===== config.mk =====
export PLATFORM = sky130hd
export DESIGN_NAME = sslmc_top
export DESIGN_NICKNAME = d
export VERILOG_FILES = /design/src/logic/sslmc_unit_decode.v /design/src/logic/sslmc_top.v
export VERILOG_INCLUDE_DIRS = /design/src /design/src/logic
export SDC_FILE = /design/constraint.sdc
export NUM_CORES = 1
export LEC_CHECK = 0
export BUFFER_PORTS_ARGS = -buffer_cell sky130_fd_sc_hd__clkbuf_2
export CAP_MARGIN = 15
export CORE_MARGIN = 2
export CORE_UTILIZATION = 50
export CTS_CLUSTER_DIAMETER = 80
export DETAILED_ROUTE_END_ITERATION = 8
export PLACE_DENSITY_LB_ADDON = 0.3
export SYNTH_ARGS = -nofsm -noshare
export SYNTH_HDL_FRONTEND = slang
export SYNTH_SLANG_ARGS = --single-unit

===== constraint.sdc =====
create_clock -name pclk -period 3.63 [get_ports pclk]
set_clock_uncertainty 0.1 [all_clocks]
set_input_delay 0.1815 -clock pclk [delete_from_list [all_inputs] [get_ports pclk]]
set_output_delay 0.1815 -clock pclk [all_outputs]
set_load 0.05 [all_outputs]

===== src/logic/sslmc_defs.vh =====
// Constants for the supply supervisor low-power mode control block
// Contract
// [RULE1] With the core supervisor enable at 0 the core supervisor is off in every mode and deep-sleep wake-up is fast.
// [RULE2] Under manual core control an enabled core supervisor goes off in deep sleep when its sleep mode bit is 0, else keeps its active state.
// [RULE3] Under automatic core control the core supervisor is off in deep sleep unless sleep mode and full performance are both 1, then it runs normal.
// [RULE4] An enabled core supervisor without full performance gives the slow wake-up of about 150 us, with full performance the fast one.
// [RULE5] An enabled core monitor runs normal or full in active mode, keeps that in deep sleep when manual, and when automatic is off or normal if full.
// [RULE6] The input supervisor decodes like the core one with its own auto bit and goes off in deep sleep when its mode bit is 0,
// or when auto is set and its full performance bit is 0.
// [RULE7] An enabled input monitor without full performance runs normal, goes off in deep sleep under auto and keeps its state under manual.
// [RULE8] After a write to either control register software waits until both settle flags read 0 before deep sleep.
// [RULE9] Software may clear the core supervisor full performance bit to get slow wake-up at longer exit latency.
// [RULE10] Software may keep the input supervisor and monitor manual and on in deep sleep at higher sleep current.
// [RULE11] A configuration is affected when the core side is fast or off and an input unit in normal would go off in deep sleep; the check reads 1 then.
// [RULE12] Software may add a 150 us delay in the handler or before the deepest sleep modes when fast servicing is needed.
// [RULE13] In an affected configuration a wake within 1 us of deep-sleep entry may leave the device stuck until a reset.
`ifndef SSLMC_DEFS_VH
`define SSLMC_DEFS_VH

// APB register offsets
`define SSLMC_ADDR_W          8
`define SSLMC_OFF_CORE_CTRL   8'h00
`define SSLMC_OFF_INPUT_CTRL  8'h04
`define SSLMC_OFF_FLAGS       8'h08
`define SSLMC_OFF_INT_STATUS  8'h0C
`define SSLMC_OFF_INT_CLEAR   8'h10
`define SSLMC_OFF_INT_ENABLE  8'h14

// Control register fields, same layout for both sides
`define SSLMC_CTRL_W          6
`define SSLMC_CTRL_RESET      6'h00
`define SSLMC_B_SUP_EN        0
`define SSLMC_B_SUP_MD        1
`define SSLMC_B_SUP_FP        2
`define SSLMC_B_MON_EN        3
`define SSLMC_B_MON_FP        4
`define SSLMC_B_AUTO          5

// Flags register fields
`define SSLMC_F_CORE_SETTLE   0
`define SSLMC_F_INPUT_SETTLE  1
`define SSLMC_F_AFFECTED      2
`define SSLMC_F_DEEP          3
`define SSLMC_F_SLOW_WAKE     4
`define SSLMC_F_LOCKED        5

// Interrupt events
`define SSLMC_EV_W            5
`define SSLMC_EV_RESET        5'h00
`define SSLMC_EV_SETTLED      0
`define SSLMC_EV_DEEP_ENTRY   1
`define SSLMC_EV_WAKE_DONE    2
`define SSLMC_EV_EARLY_ENTRY  3
`define SSLMC_EV_WAKE_HAZARD  4

// Unit operating states
`define SSLMC_ST_OFF          2'h0
`define SSLMC_ST_NORMAL       2'h1
`define SSLMC_ST_FULL         2'h2

// Timing in 20 ns clock cycles
`define SSLMC_CNT_W           16
`define SSLMC_CYC_SLOW        16'h1D4C  // 150 us
`define SSLMC_CYC_SETTLE_FAST 16'h0064  // 2 us
`define SSLMC_CYC_WAKE_FAST   16'h0032  // 1 us
`define SSLMC_CYC_HAZARD      16'h0032  // 1 us

`endif


===== src/logic/sslmc_unit_decode.v =====
// Operating state decoder for one supervisor or monitor
`timescale 1ns/10ps
module sslmc_unit_decode (
    // Configuration
    input  wire       enable,
    input  wire       sleep_mode_bit,
    input  wire       full_perf,
    input  wire       auto_control,
    // Power mode
    input  wire       is_deep,
    // Decoded state
    output reg  [1:0] unit_state
);
`include "sslmc_defs.vh"

    always @* begin
        unit_state = `SSLMC_ST_OFF;
        if (!enable) begin
            unit_state = `SSLMC_ST_OFF;                                    // [RULE1]
        end else if (!is_deep) begin
            unit_state = full_perf ? `SSLMC_ST_FULL : `SSLMC_ST_NORMAL;   // [RULE5]
        end else if (auto_control) begin
            if (sleep_mode_bit && full_perf) begin
                unit_state = `SSLMC_ST_NORMAL;                             // [RULE3]
            end else begin
                unit_state = `SSLMC_ST_OFF;                                // [RULE3]
            end
        end else if (sleep_mode_bit) begin
            unit_state = full_perf ? `SSLMC_ST_FULL : `SSLMC_ST_NORMAL;   // [RULE2]
        end else begin
            unit_state = `SSLMC_ST_OFF;                                    // [RULE2]
        end
    end

endmodule // sslmc_unit_decode


===== src/logic/sslmc_top.v =====
// Supply supervisor low-power mode control with APB registers
`timescale 1ns/10ps
`include "sslmc_defs.vh"
module sslmc_top #(
    parameter [15:0] SETTLE_SLOW_CYC = `SSLMC_CYC_SLOW,
    parameter [15:0] WAKE_SLOW_CYC   = `SSLMC_CYC_SLOW
) (
    // Clock, reset, enable
    input  wire        pclk,
    input  wire        presetn,
    input  wire        clk_en,
    // APB slave
    input  wire        psel,
    input  wire        penable,
    input  wire        pwrite,
    input  wire [7:0]  paddr,
    input  wire [31:0] pwdata,
    output reg  [31:0] prdata,
    output reg         pready,
    output reg         pslverr,
    // Power mode requests from pins
    input  wire        deep_sleep_req,
    input  wire        wake_req,
    // Unit states
    output reg  [1:0]  core_supply_supervisor,
    output reg  [1:0]  core_supply_monitor,
    output reg  [1:0]  input_supply_supervisor,
    output reg  [1:0]  input_supply_monitor,
    // Status
    output reg         deep_sleep_active,
    output reg         slow_wake,
    output reg         core_side_settle_flag,
    output reg         input_side_settle_flag,
    output reg         affected_config_check,
    output reg         wake_locked,
    output reg         irq
);

    // Power mode states
    localparam [1:0] PM_ACTIVE = 2'h0;
    localparam [1:0] PM_DEEP   = 2'h1;
    localparam [1:0] PM_WAKING = 2'h2;

    // Affected configuration check
    function affected_fn;
        input [5:0] lo;
        input [5:0] hi;
        reg         lo_fast;
        reg         hi_off;
        begin
            lo_fast = !lo[`SSLMC_B_SUP_EN] || lo[`SSLMC_B_SUP_FP]
                   || !lo[`SSLMC_B_MON_EN] || lo[`SSLMC_B_MON_FP];
            hi_off  = (hi[`SSLMC_B_SUP_EN] && !hi[`SSLMC_B_SUP_FP]
                       && (!hi[`SSLMC_B_SUP_MD] || hi[`SSLMC_B_AUTO]))
                   || (hi[`SSLMC_B_MON_EN] && !hi[`SSLMC_B_MON_FP] && hi[`SSLMC_B_AUTO]);
            affected_fn = lo_fast && hi_off;
        end
    endfunction

    // Settle length for a side
    function [15:0] settle_len;
        input [5:0]  ctrl;
        input [15:0] slow_cyc;
        begin
            if (ctrl[`SSLMC_B_SUP_FP]) begin
                settle_len = `SSLMC_CYC_SETTLE_FAST;
            end else begin
                settle_len = slow_cyc;
            end
        end
    endfunction

    // Registers
    reg  [5:0]  core_side_supervisor_control;
    reg  [5:0]  input_side_supervisor_control;
    reg  [4:0]  int_status;
    reg  [4:0]  int_enable;
    reg  [1:0]  power_mode;
    reg  [15:0] core_settle_cnt;
    reg  [15:0] input_settle_cnt;
    reg  [15:0] wake_cnt;
    reg  [15:0] entry_cnt;
    reg         sleep_meta;
    reg         sleep_sync;
    reg         wake_meta;
    reg         wake_sync;

    // Combinational
    reg  [4:0]  next_int_status;
    reg  [4:0]  events;
    reg  [1:0]  next_power_mode;
    reg  [15:0] next_core_settle_cnt;
    reg  [15:0] next_input_settle_cnt;
    reg  [15:0] next_wake_cnt;
    reg  [15:0] next_entry_cnt;
    reg         next_locked;
    reg  [31:0] next_prdata;
    reg         next_pslverr;
    wire        wr_access;
    wire        wr_core;
    wire        wr_input;
    wire        is_deep;
    wire        affected;
    wire [1:0]  dec_core_sup;
    wire [1:0]  dec_core_mon;
    wire [1:0]  dec_input_sup;
    wire [1:0]  dec_input_mon;

    assign wr_access = psel && penable && pready && pwrite;
    assign wr_core   = wr_access && (paddr == `SSLMC_OFF_CORE_CTRL);
    assign wr_input  = wr_access && (paddr == `SSLMC_OFF_INPUT_CTRL);
    assign is_deep   = (power_mode != PM_ACTIVE);
    assign affected  = affected_fn(core_side_supervisor_control, input_side_supervisor_control);  // [RULE11]

    sslmc_unit_decode u_core_sup (
        .enable         (core_side_supervisor_control[`SSLMC_B_SUP_EN]),
        .sleep_mode_bit (core_side_supervisor_control[`SSLMC_B_SUP_MD]),
        .full_perf      (core_side_supervisor_control[`SSLMC_B_SUP_FP]),
        .auto_control   (core_side_supervisor_control[`SSLMC_B_AUTO]),
        .is_deep        (is_deep),
        .unit_state     (dec_core_sup)
    );

    // Monitor behaves as a supervisor whose sleep mode bit is held at 1
    sslmc_unit_decode u_core_mon (
        .enable         (core_side_supervisor_control[`SSLMC_B_MON_EN]),
        .sleep_mode_bit (1'b1),
        .full_perf      (core_side_supervisor_control[`SSLMC_B_MON_FP]),
        .auto_control   (core_side_supervisor_control[`SSLMC_B_AUTO]),
        .is_deep        (is_deep),
        .unit_state     (dec_core_mon)
    );

    sslmc_unit_decode u_input_sup (
        .enable         (input_side_supervisor_control[`SSLMC_B_SUP_EN]),
        .sleep_mode_bit (input_side_supervisor_control[`SSLMC_B_SUP_MD]),
        .full_perf      (input_side_supervisor_control[`SSLMC_B_SUP_FP]),
        .auto_control   (input_side_supervisor_control[`SSLMC_B_AUTO]),
        .is_deep        (is_deep),
        .unit_state     (dec_input_sup)
    );

    sslmc_unit_decode u_input_mon (
        .enable         (input_side_supervisor_control[`SSLMC_B_MON_EN]),
        .sleep_mode_bit (1'b1),
        .full_perf      (input_side_supervisor_control[`SSLMC_B_MON_FP]),
        .auto_control   (input_side_supervisor_control[`SSLMC_B_AUTO]),
        .is_deep        (is_deep),
        .unit_state     (dec_input_mon)
    );

    // Power mode, settle and wake timing
    always @* begin
        events                = `SSLMC_EV_RESET;
        next_power_mode       = power_mode;
        next_wake_cnt         = wake_cnt;
        next_entry_cnt        = entry_cnt;
        next_locked           = wake_locked;
        next_core_settle_cnt  = core_settle_cnt;
        next_input_settle_cnt = input_settle_cnt;
        if (wr_core) begin
            next_core_settle_cnt = settle_len(pwdata[5:0], SETTLE_SLOW_CYC);                  // [RULE8]
        end else if (core_settle_cnt != 16'h0000) begin
            next_core_settle_cnt = core_settle_cnt - 16'h0001;
        end
        if (wr_input) begin
            next_input_settle_cnt = settle_len(pwdata[5:0], SETTLE_SLOW_CYC);                 // [RULE8]
        end else if (input_settle_cnt != 16'h0000) begin
            next_input_settle_cnt = input_settle_cnt - 16'h0001;
        end
        if ((core_settle_cnt != 16'h0000 || input_settle_cnt != 16'h0000)
            && next_core_settle_cnt == 16'h0000 && next_input_settle_cnt == 16'h0000) begin
            events[`SSLMC_EV_SETTLED] = 1'b1;
        end
        case (power_mode)
            PM_ACTIVE: begin
                if (sleep_sync) begin
                    next_power_mode                 = PM_DEEP;
                    next_entry_cnt                  = 16'h0000;
                    events[`SSLMC_EV_DEEP_ENTRY]    = 1'b1;
                    if (core_side_settle_flag || input_side_settle_flag) begin
                        events[`SSLMC_EV_EARLY_ENTRY] = 1'b1;                                  // [RULE8]
                    end
                end
            end
            PM_DEEP: begin
                if (entry_cnt != 16'hFFFF) begin
                    next_entry_cnt = entry_cnt + 16'h0001;
                end
                if (wake_sync && !wake_locked) begin
                    if (affected && entry_cnt < `SSLMC_CYC_HAZARD) begin
                        events[`SSLMC_EV_WAKE_HAZARD] = 1'b1;                                  // [RULE13]
                        next_locked                   = 1'b1;                                  // [RULE13]
                    end else begin
                        next_power_mode = PM_WAKING;
                        if (slow_wake) begin
                            next_wake_cnt = WAKE_SLOW_CYC;                                     // [RULE4]
                        end else begin
                            next_wake_cnt = `SSLMC_CYC_WAKE_FAST;                              // [RULE1]
                        end
                    end
                end
            end
            PM_WAKING: begin
                if (wake_cnt <= 16'h0001) begin
                    next_power_mode              = PM_ACTIVE;
                    next_wake_cnt                = 16'h0000;
                    events[`SSLMC_EV_WAKE_DONE]  = 1'b1;
                end else begin
                    next_wake_cnt = wake_cnt - 16'h0001;
                end
            end
            default: begin
                next_power_mode = PM_ACTIVE;
            end
        endcase
    end

    // Sticky status, set wins over clear
    always @* begin
        next_int_status = int_status | events;
        if (wr_access && paddr == `SSLMC_OFF_INT_CLEAR) begin
            next_int_status = (int_status & ~pwdata[4:0]) | events;
        end
    end

    // Read decode, captured in the setup cycle
    always @* begin
        next_prdata  = 32'h00000000;
        next_pslverr = 1'b0;
        case (paddr)
            `SSLMC_OFF_CORE_CTRL:  next_prdata[5:0] = core_side_supervisor_control;
            `SSLMC_OFF_INPUT_CTRL: next_prdata[5:0] = input_side_supervisor_control;
            `SSLMC_OFF_FLAGS: begin
                next_prdata[`SSLMC_F_CORE_SETTLE]  = core_side_settle_flag;
                next_prdata[`SSLMC_F_INPUT_SETTLE] = input_side_settle_flag;
                next_prdata[`SSLMC_F_AFFECTED]     = affected_config_check;                     // [RULE11]
                next_prdata[`SSLMC_F_DEEP]         = deep_sleep_active;
                next_prdata[`SSLMC_F_SLOW_WAKE]    = slow_wake;
                next_prdata[`SSLMC_F_LOCKED]       = wake_locked;
            end
            `SSLMC_OFF_INT_STATUS: next_prdata[4:0] = int_status;
            `SSLMC_OFF_INT_CLEAR:  next_prdata      = 32'h00000000;
            `SSLMC_OFF_INT_ENABLE: next_prdata[4:0] = int_enable;
            default:               next_pslverr     = 1'b1;
        endcase
    end

    // Pin synchronisers
    always @(posedge pclk or negedge presetn) begin
        if (!presetn) begin
            sleep_meta <= 1'b0;
            sleep_sync <= 1'b0;
            wake_meta  <= 1'b0;
            wake_sync  <= 1'b0;
        end else if (clk_en) begin
            sleep_meta <= deep_sleep_req;
            sleep_sync <= sleep_meta;
            wake_meta  <= wake_req;
            wake_sync  <= wake_meta;
        end
    end

    // State registers
    always @(posedge pclk or negedge presetn) begin
        if (!presetn) begin
            core_side_supervisor_control  <= `SSLMC_CTRL_RESET;
            input_side_supervisor_control <= `SSLMC_CTRL_RESET;
            int_status                    <= `SSLMC_EV_RESET;
            int_enable                    <= `SSLMC_EV_RESET;
            power_mode                    <= PM_ACTIVE;
            core_settle_cnt               <= 16'h0000;
            input_settle_cnt              <= 16'h0000;
            wake_cnt                      <= 16'h0000;
            entry_cnt                     <= 16'h0000;
            prdata                        <= 32'h00000000;
            pready                        <= 1'b0;
            pslverr                       <= 1'b0;
            core_supply_supervisor        <= `SSLMC_ST_OFF;
            core_supply_monitor           <= `SSLMC_ST_OFF;
            input_supply_supervisor       <= `SSLMC_ST_OFF;
            input_supply_monitor          <= `SSLMC_ST_OFF;
            deep_sleep_active             <= 1'b0;
            slow_wake                     <= 1'b0;
            core_side_settle_flag         <= 1'b0;
            input_side_settle_flag        <= 1'b0;
            affected_config_check         <= 1'b0;
            wake_locked                   <= 1'b0;
            irq                           <= 1'b0;
        end else if (clk_en) begin
            if (wr_core) begin
                core_side_supervisor_control <= pwdata[5:0];
            end
            if (wr_input) begin
                input_side_supervisor_control <= pwdata[5:0];
            end
            if (wr_access && paddr == `SSLMC_OFF_INT_ENABLE) begin
                int_enable <= pwdata[4:0];
            end
            int_status       <= next_int_status;
            irq              <= |(next_int_status & int_enable);
            power_mode       <= next_power_mode;
            core_settle_cnt  <= next_core_settle_cnt;
            input_settle_cnt <= next_input_settle_cnt;
            wake_cnt         <= next_wake_cnt;
            entry_cnt        <= next_entry_cnt;
            wake_locked      <= next_locked;
            pready           <= psel && !penable;
            if (psel && !penable) begin
                prdata  <= next_prdata;
                pslverr <= next_pslverr;
            end
            core_supply_supervisor  <= dec_core_sup;                                          // [RULE2]
            core_supply_monitor     <= dec_core_mon;                                          // [RULE5]
            input_supply_supervisor <= dec_input_sup;                                         // [RULE6]
            input_supply_monitor    <= dec_input_mon;                                         // [RULE7]
            deep_sleep_active       <= is_deep;
            slow_wake               <= core_side_supervisor_control[`SSLMC_B_SUP_EN]
                                    && !core_side_supervisor_control[`SSLMC_B_SUP_FP];        // [RULE4]
            core_side_settle_flag   <= (next_core_settle_cnt != 16'h0000);                    // [RULE8]
            input_side_settle_flag  <= (next_input_settle_cnt != 16'h0000);                   // [RULE8]
            affected_config_check   <= affected;                                              // [RULE11]
        end
    end

endmodule // sslmc_top


==> results of run 1 <==
==> metrics by stage <==
stage,setup slack [ns],hold slack (ns)
2_1_floorplan,0.8984,-0.2141
3_3_place_gp,0.5632,0.1455
3_5_place_dp,0.5078,0.1576
4_1_cts,0.4771,0.006294
5_1_grt,0.2210,0.008240
6_report,0.3931,0.01249
==> synthesized netlist by cell type (7+ instances only) <==
cell type	number
clkbuf_1	28
xor2_1	12
nor2_1	67
ha_1	9
o211ai_1	7
buf_4	26
inv_1	36
nand4_1	13
dfrtp_1	115
nor4_1	19
mux2_2	22
a21oi_1	38
mux2i_1	7
xnor2_1	11
o31ai_1	15
a22o_1	8
nand2_1	85
nand3_1	34
a31oi_1	8
or4_1	8
o21ai_0	89
nor3_1	19
o2bb2ai_1	7
==> layout make-up <==
type | instances | area (µm²)
Inverter | 36 | 135.1
Tap cell | 176 | 220.2
Fill cell | 1193 | 5547
Clock inverter | 10 | 107.6
Clock buffer | 22 | 464.2
Multi-Input combinational cell | 597 | 3571
Timing Repair Buffer | 60 | 372.9
Sequential cell | 115 | 2878
==> kinds of logic (layout without fill, tap and decap cells) <==
kind of cell    after synthesis  count (layout)  share of synthesized area, %
compound gates              212             212                         19.19
xor+xnor                     23              23                         2.945
fa+ha+maj                    10              10                         1.793
buf+inv                      98             128                         7.097
flops                       115             115                         42.07
mux                          29              29                         4.646
other cells                   1              26                       0.05482
simple gates                297             297                         22.21
==> routing by layer <==
metal,vias up,routed length (µm),global-route usage (%)
li1,2880,-,-
met1,2953,7919,34.55
met2,248,7868,38.27
met3,29,1191,6.156
met4,0,323,8.576
met5,-,0,0
==> report_power, final <==
group | switching [mW] | internal, mW
clock | 0.588 | 1.04
sequential | 0.342 | 1.49
combinational | 0.730 | 0.414
total | 1.66 | 2.94
==> state kept, by name (all words and copies together), names as in the netlist, 5 cells and up <==
signal                         cells
core_settle_cnt                   16
input_side_supervisor_control      6
wake_cnt                          16
core_side_supervisor_control       6
int_enable                         5
prdata                             6
int_status                         5
entry_cnt                         16
input_settle_cnt                  16
==> what timing repair did <==
| item | in CTS | in global routing |
|---|---|---|
| setup endpoints to repair | 0 | 0 |
| hold endpoints to repair | 64 | 0 |
| hold buffers | 7 | 0 |
==> worst paths after layout <==
check / slack (ns) / start / to
max: 0.39 / core_settle_cnt[0] / core_side_settle_flag
min: 0.01 / clk_en / wake_meta
max reg2reg: 0.39 / core_settle_cnt[0] / core_side_settle_flag
min reg2reg: 0.38 / prdata[0] / prdata[0]
max in group asynchronous: 2.42 / presetn / input_side_supervisor_control[3]
min in group asynchronous: 0.23 / presetn / core_settle_cnt[4]
==> critical path: cells and delay by family, from the launching register on <==
kind	cells	cell delay, ns
AOI/OAI and AO/OA	2	0.93
DFF	1	0.44
adders and majority gates	1	0.25
muxes	1	0.28
and+or+nand+nor	2	1.00
buffers and inverters	1	0.13
==> impl_metrics.json, run 1 <==
{
  "status": "finished clean",
  "cp.required_ns": 3.84,
  "gp_congestion": 0.9986,
  "root_buffer": "clkbuf_16",
  "core_area_um2": 13300,
  "drt_iter0_drc": 523,
  "synth_top_area_share_pct": 42.07,
  "timing.slew.headroom_pct": 40.12,
  "fin_crit_sh_pct": 89.17,
  "p_leak_nw": 3.390,
  "ys_seq_area_share_pct": 42.07,
  "r2r_cells": 7,
  "overflow": 0,
  "whs_path_depth": 2,
  "synth_area_leader_cell": "dfrtp_1",
  "die_w_um": 121.0,
  "synth_edf_count": 0,
  "synthesis.instances": 785,
  "area_delta_synth_final_pct": 13.28,
  "drtPass1Iterations": 6,
  "grt_start_max_net_pins": 67,
  "start_util_pct": 51.45,
  "vias": 6110,
  "worstMarginPinSlew_ns": 0.8899,
  "cpMostUsedCell": "a2111o_1",
  "instances_no_fill": 1016,
  "async_flop_share_pct": 100.0,
  "cp-start-kind": "flop",
  "final_area_um2": 7749,
  "yosysWarnings": 0,
  "grt_setup_unrepaired": "no",
  "dpl.hpwl_mm": 11.84,
  "netlist_area_um2": 6840,
  "grt_pass1_wl_mm": 28.81,
  "synth.avg_cell_area_um2": 8.714,
  "ir_worst_vdd_mv": 0.3698,
  "cp_slowest_cell": "nor3b_1",
  "drv_cap": 0,
  "clk_pin_slew_worst_paths_ns": 0.05,
  "io_pins": 97,
  "fin_util_pct": 58.28,
  "drt_wl_total_mm": 17.30,
  "final_cell_mix": "115 x dfrtp_1, 89 x o21ai_0, 85 x nand2_1",
  "drive_gt1_share_pct": 13.93,
  "die_area_um2": 14630,
  "end_kind": "flop",
  "critPathMaxStageDelay_ns": 0.71,
  "clock.fmax_mhz": 308.9,
  "cts_buffers": 17,
  "synth-seq-cells": 115,
  "power_density_nw_per_um2": 593.6,
  "finalPower_mw": 4.599,
  "fin_nets": 884,
  "worstHoldPathType": "in2reg",
  "slew_viol_final": 0,
  "htree_levels": 4,
  "antenna_found_initial": 0,
  "post-cts-setup-buffers": 0,
  "cp_cell_sequence": "inv_1 > ha_1 > nor3b_1 > nand3_1 > a2111o_1 > a2111o_1 > mux2_2",
  "postRouteAntennaNets": 0,
  "placed_cell_area_um2": 7107,
  "synth_flop_cell": "dfrtp_1",
  "cp.arrival_ns": 3.45,
  "grt_pass1_vias": 5765,
  "synthDistinctLibCells": 68,
  "final_common_cell": "dfrtp_1",
  "final-setup-viol-count": 0,
  "viasPerCell": 6.014,
  "wire_per_inst_um": 17.03,
  "cts_tree": "built",
  "diodes": 0,
  "die_y_um": 121.0,
  "final.min_clock_period_ns": 3.237,
  "cts_resized": 0,
  "track_usage_pct": 24.96,
  "setup_tns_ns": 0,
  "dp.cells": 977,
  "drc_errors": 0,
  "ys_top_cells_by_area": "dfrtp_1 42%, o21ai_0 6.5%, nand2_1 4.7%, nor2_1 3.7%, mux2_2 3.6%",
  "cts.sinks": 115,
  "rows": 42,
  "cts_buffer_depth": 2,
  "numPortBuffers": 44,
  "cp_max_fo": 7,
  "insertion_delay_ns": 0.42,
  "hold_viol_final": 0,
  "crit_type": "reg2reg"
}
Note: power is estimated with default switching activity, not from simulation.
==> inputs of run 2 (changes only) <==
--- a/config.mk
+++ b/config.mk
@@ -8,7 +8,6 @@
 export LEC_CHECK = 0
 export BUFFER_PORTS_ARGS = -buffer_cell sky130_fd_sc_hd__clkbuf_2
 export CAP_MARGIN = 15
-export CORE_MARGIN = 2
 export CORE_UTILIZATION = 50
 export CTS_CLUSTER_DIAMETER = 80
 export DETAILED_ROUTE_END_ITERATION = 8
==> constraint.sdc (replaced) <==
create_clock -name pclk -period 3.72 [get_ports pclk]
set_clock_uncertainty 0.1 [all_clocks]
set_input_delay 0.186 -clock pclk [delete_from_list [all_inputs] [get_ports pclk]]
set_output_delay 0.186 -clock pclk [all_outputs]
set_load 0.05 [all_outputs]
==> run 2 against run 1 <==
Final area grew 0.40%. Die area fell by 3.3%. Clock power rose by 4%. Sequential cell count is the same. Total power down 0.37%. Critical path type unchanged. Largest power group unchanged. Final cell count about the same. Routed wire length grew 0.46%. Non-clock buffer count down 1. Highest routed layer unchanged. First-iteration DRC count is 8.4% lower. Global-route usage increased by 1.7 points.
==> impl_metrics.json, run 2 (synthesized netlist as in run 1, its figures left out) <==
{
  "placed_cell_area_um2": 7099,
  "diodes": 0,
  "wire_per_inst_um": 17.13,
  "status": "finished clean",
  "cts_tree": "built",
  "hold_viol_final": 0,
  "cts_buffer_depth": 2,
  "clock.fmax_mhz": 315.4,
  "hold_ws_ns": 0.03887,
  "fin_nets": 883,
  "io_pins": 97,
  "gp_congestion": 0.9280,
  "final_area_um2": 7780,
  "grt_setup_unrepaired": "no",
  "antenna_found_initial": 0,
  "postRouteAntennaNets": 0,
  "cp.required_ns": 3.92,
  "cp_cell_sequence": "inv_1 > ha_1 > nor4b_4 > nand4_1 > nand3_1 > xnor2_1 > a2111o_1 > a2111o_1 > mux2_2",
  "dpl.hpwl_mm": 11.73,
  "start_util_pct": 51.45,
  "setup_slack_ns": 0.5490,
  "drv_cap": 0,
  "clk_pin_slew_worst_paths_ns": 0.06,
  "worstHoldPathType": "in2reg",
  "die_y_um": 119.0,
  "overflow": 0,
  "ir_worst_vdd_mv": 0.3584,
  "rows": 42,
  "slew_viol_final": 0,
  "final-setup-viol-count": 0,
  "cp_slowest_cell": "a2111o_1",
  "nFillCells": 1157,
  "cp.arrival_ns": 3.37,
  "cts_buffers": 17,
  "cp_max_fo": 7,
  "ff_latch_area_um2": 2878,
  "area_delta_synth_final_pct": 13.74,
  "worstMarginPinSlew_ns": 1.024,
  "drt_wl_total_mm": 17.38,
  "setup_tns_ns": 0,
  "insertion_delay_ns": 0.42,
  "die_area_um2": 14150,
  "vias": 6089,
  "p_leak_nw": 3.400,
  "cpMostUsedCell": "a2111o_1",
  "critPathMaxStageDelay_ns": 0.46,
  "cp-start-kind": "flop",
  "final_cell_mix": "115 x dfrtp_1, 89 x o21ai_0, 85 x nand2_1",
  "drtPass1Iterations": 5,
  "grt_pass1_vias": 5844,
  "die_w_um": 119.0,
  "end_kind": "flop",
  "drive_gt1_share_pct": 14.18,
  "numPortBuffers": 44,
  "core_area_um2": 13300,
  "timing.slew.headroom_pct": 31.75,
  "finalPower_mw": 4.582,
  "final.min_clock_period_ns": 3.171,
  "grt_start_max_net_pins": 79,
  "root_buffer": "clkbuf_16",
  "track_usage_pct": 26.63,
  "htree_levels": 4,
  "fin_crit_sh_pct": 85.24,
  "final_common_cell": "dfrtp_1",
  "grt_pass1_wl_mm": 29.73,
  "viasPerCell": 5.999,
  "cts.sinks": 115,
  "multi_input_area_um2": 3571,
  "drt_iter0_drc": 479,
  "crit_type": "reg2reg",
  "drc_errors": 0,
  "power_density_nw_per_um2": 589.0,
  "pre_cts_slack_ns": 0.6421
}
[run 2: cell types whose count changed in the layout (fill, tap and decap cells not counted)]
cell,delta
clkinvlp_4,+1
buf_4,-1
inv_6,+1
clkinv_4,+1
clkinv_2,-1
bufinv_16,+1
clkbuf_1,-3
[run 2: report_power, final]
part	internal [mW]	switching (mW)
registers	1.45	0.333
logic	0.402	0.703
clock network	1.08	0.607
[run 2: path summary, 6_finish.rpt]
| path | startpoint | end | cells after the start | slack (ns) |
|---|---|---|---|---|
| max | core_settle_cnt[0] | core_side_settle_flag | 9 | 0.55 |
| min | pwdata[0] | int_enable[0] | 3 | 0.04 |
| max reg2reg | core_settle_cnt[0] | core_side_settle_flag | 9 | 0.55 |
| min reg2reg | wake_cnt[14] | wake_cnt[14] | 1 | 0.38 |
| max in group asynchronous | presetn | entry_cnt[8] | 3 | 2.25 |
| min in group asynchronous | presetn | core_settle_cnt[4] | 2 | 0.40 |
[run 2: through the flow]
| stage | util, % | std cells |
|---|---|---|
| after floorplan | - | 810 |
| after global placement | 53.40 | 976 |
| after detailed placement | 53.40 | 976 |
| after CTS | 58.52 | 1015 |
| after global routing | 58.52 | 1015 |
| final | 58.52 | 1015 |
[run 2: worst max-delay path, delay by kind of cell, from the launching register on]
family / cells / cell delay, ns
compound gates: 2 / 0.86
fa+ha+maj: 1 / 0.17
xor+xnor: 1 / 0.12
mux: 1 / 0.28
buf+inv: 1 / 0.13
flops: 1 / 0.43
simple gates: 3 / 0.95
[run 2: repair_timing]
item                                   CTS  global route
endpoints found under the hold margin   87             0
hold buffers                             7             0
gates resized for setup                  0             0
buffers inserted                         0             0
[run 2: cell type report]
| type | count | area share (%) |
|---|---|---|
| multi-input cells | 597 | 45.90 |
| clock inverters | 13 | 2.026 |
| repair buffers | 59 | 4.696 |
| inverters | 36 | 1.737 |
| clock buffers | 19 | 5.822 |
| well taps | 176 | 2.830 |
| flip-flops and latches | 115 | 36.99 |
[run 2: layer usage]
| metal | GRT usage (%) | share of wire, % |
|---|---|---|
| met4 | 10.60 | 2.2 |
| met5 | 0 | 0 |
| met2 | 40.90 | 46 |
| met3 | 4.981 | 5.8 |
| met1 | 37.16 | 46 |
==> inputs of run 3 (changes only) <==
--- a/config.mk
+++ b/config.mk
@@ -11,6 +11,7 @@
 export CORE_UTILIZATION = 50
 export CTS_CLUSTER_DIAMETER = 80
 export DETAILED_ROUTE_END_ITERATION = 8
+export GPL_TIMING_DRIVEN = 0
 export PLACE_DENSITY_LB_ADDON = 0.3
 export SYNTH_ARGS = -nofsm -noshare
 export SYNTH_HDL_FRONTEND = slang
==> run 3 against run 2 <==
Via count is 2.2% higher. Core utilization increased by 2.1 points. Clock power down 4%. Routed wire length up 1.4%. Worst hold slack worse by 0.018 ns. Final cell count rose by 5.2%. Critical endpoint is now int_status[0]. Largest cell class unchanged.
==> impl_metrics.json, run 3 (synthesized netlist as in run 1, its figures left out) <==
{
  "status": "finished clean",
  "worstMarginPinSlew_ns": 0.9826,
  "dpl.hpwl_mm": 12.38,
  "cts.sinks": 115,
  "final.min_clock_period_ns": 3.293,
  "cts_buffer_depth": 2,
  "timing.slew.headroom_pct": 33.89,
  "cp-startpoint": "input_settle_cnt[7]",
  "die_area_um2": 14150,
  "power_density_nw_per_um2": 569.5,
  "drtPass1Iterations": 5,
  "drv_cap": 0,
  "numPortBuffers": 42,
  "ff_latch_area_um2": 2878,
  "r2r_cells": 8,
  "drt_iter0_drc": 601,
  "start_util_pct": 51.45,
  "p_leak_nw": 3.579,
  "rr_endpoint": "int_status[0]",
  "final_cell_mix": "115 x dfrtp_1, 89 x o21ai_0, 85 x nand2_1",
  "nFillCells": 1179,
  "end_kind": "flop",
  "cp_max_fo": 7,
  "top_usage_layer": "met2",
  "clock.fmax_mhz": 303.7,
  "io_pins": 97,
  "cts_tree": "built",
  "cts_buffers": 17,
  "root_buffer": "clkbuf_16",
  "r2r_start": "input_settle_cnt[7]",
  "worstHoldPathType": "in2reg",
  "crit_type": "reg2reg",
  "final_common_cell": "dfrtp_1",
  "cp.required_ns": 3.94,
  "rrSetupSlack_ns": 0.43,
  "post-cts-setup-buffers": 0,
  "grt_start_max_net_pins": 65,
  "slew_viol_final": 0,
  "cp.arrival_ns": 3.52,
  "grtUsageMet2_pct": 39.66,
  "viasPerCell": 5.827,
  "finalPower_mw": 4.593,
  "hold_viol_final": 0,
  "antenna_found_initial": 0,
  "rows": 42,
  "multi_input_area_um2": 3571,
  "insertion_delay_ns": 0.42,
  "grt_setup_unrepaired": "no",
  "core_area_um2": 13300,
  "clk_pin_slew_worst_paths_ns": 0.05,
  "die_y_um": 119.0,
  "area_delta_synth_final_pct": 17.91,
  "gp_congestion": 0.9644,
  "whs_path_depth": 2,
  "vias": 6223,
  "setup_tns_ns": 0,
  "cts_resized": 0,
  "drive_gt1_share_pct": 15.92,
  "hold_ws_ns": 0.02059,
  "overflow": 0,
  "htree_levels": 4,
  "postRouteAntennaNets": 0,
  "cp-start-kind": "flop",
  "grt_use_met1_pct": 37.58,
  "ir_worst_vdd_mv": 0.3260,
  "drc_errors": 0,
  "final-setup-viol-count": 0,
  "diodes": 0,
  "track_usage_pct": 26.32,
  "fin_nets": 936,
  "wire_per_inst_um": 16.50,
  "gr-usage-met3_pct": 5.843,
  "die_w_um": 119.0,
  "drt_wl_total_mm": 17.62,
  "grt_pass1_wl_mm": 29.28,
  "grt_pass1_vias": 5804,
  "fin_crit_sh_pct": 88.53,
  "endpoint": "int_status[0]"
}
-- run 3: cell types whose count changed in the layout (fill, tap and decap cells not counted) --
cell | previous run | this run
clkinv_2 | 4 | 5
bufinv_16 | 3 | 2
buf_1 | 0 | 2
buf_2 | 0 | 4
clkbuf_1 | 0 | 29
dlygate4sd3_1 | 7 | 6
buf_6 | 0 | 2
inv_6 | 1 | 0
clkbuf_2 | 43 | 42
buf_4 | 8 | 26
clkbuf_8 | 2 | 6
clkinvlp_4 | 4 | 1
buf_12 | 1 | 0
buf_16 | 0 | 1
-- run 3: through the flow --
| step | cells | utilization [%] | setup slack [ns] | instance area [µm²] |
|---|---|---|---|---|
| floorplan | 810 | - | 0.9884 | 6934 |
| global placement | 1028 | 55.39 | 0.5906 | 7365 |
| detailed placement | 1029 | 55.67 | 0.5766 | 7401 |
| CTS | 1067 | 60.62 | 0.5066 | 8060 |
| global route | 1068 | 60.66 | 0.1149 | 8065 |
| finish | 1068 | 60.66 | 0.4268 | 8065 |
-- run 3: report_power, final --
part | switching [mW] | leakage (nW) | internal [mW] | total (mW)
combinational | 0.836 | 1.79 | 0.450 | 1.29
clock | 0.563 | 0.299 | 1.07 | 1.63
sequential | 0.224 | 1.49 | 1.45 | 1.68
-- run 3: critical path, cell delays in order, from the launching register on --
cell       delay, ns
dfrtp_1         0.35
clkbuf_1        0.16
nor4_1          0.70
nand4_1         0.30
nor3_2          0.34
nor2_1          0.08
a2111oi_0       0.56
o2111ai_1       0.30
o31ai_1         0.30
-- run 3: per-layer routing --
metal,wire length [µm],share of wire (%),vias to the layer above
li1,-,-,2985
met3,1192,6.8,22
met5,0,0,-
met2,7792,44,219
met4,231,1.3,0
met1,8406,48,2997
-- run 3: final cells by class --
class,instances,area share [%]
Timing Repair Buffer,50,3.863
Multi-Input combinational cell,597,44.28
Tap cell,176,2.730
Clock buffer,23,6.174
Clock inverter,9,1.257
Buffer,62,4.344
Sequential cell,115,35.68
Inverter,36,1.675
-- run 3: worst min path at each step --
stage | startpoint | endpoint | slack [ns]
6_report | pwdata[1] | core_side_supervisor_control[1] | 0.02
3_5_place_dp | presetn | core_settle_cnt[4] | 0.07
2_1_floorplan | presetn | affected_config_check | -0.21
4_1_cts | pwdata[1] | core_side_supervisor_control[1] | 0.001
5_1_grt | pwdata[1] | core_side_supervisor_control[1] | 0.02
3_3_place_gp | deep_sleep_req | sleep_meta | 0.32
-- run 3: timing repair --
action,CTS,global route
endpoints found under the hold margin,60,0
endpoints found under the setup margin,0,0
hold buffers,6,0
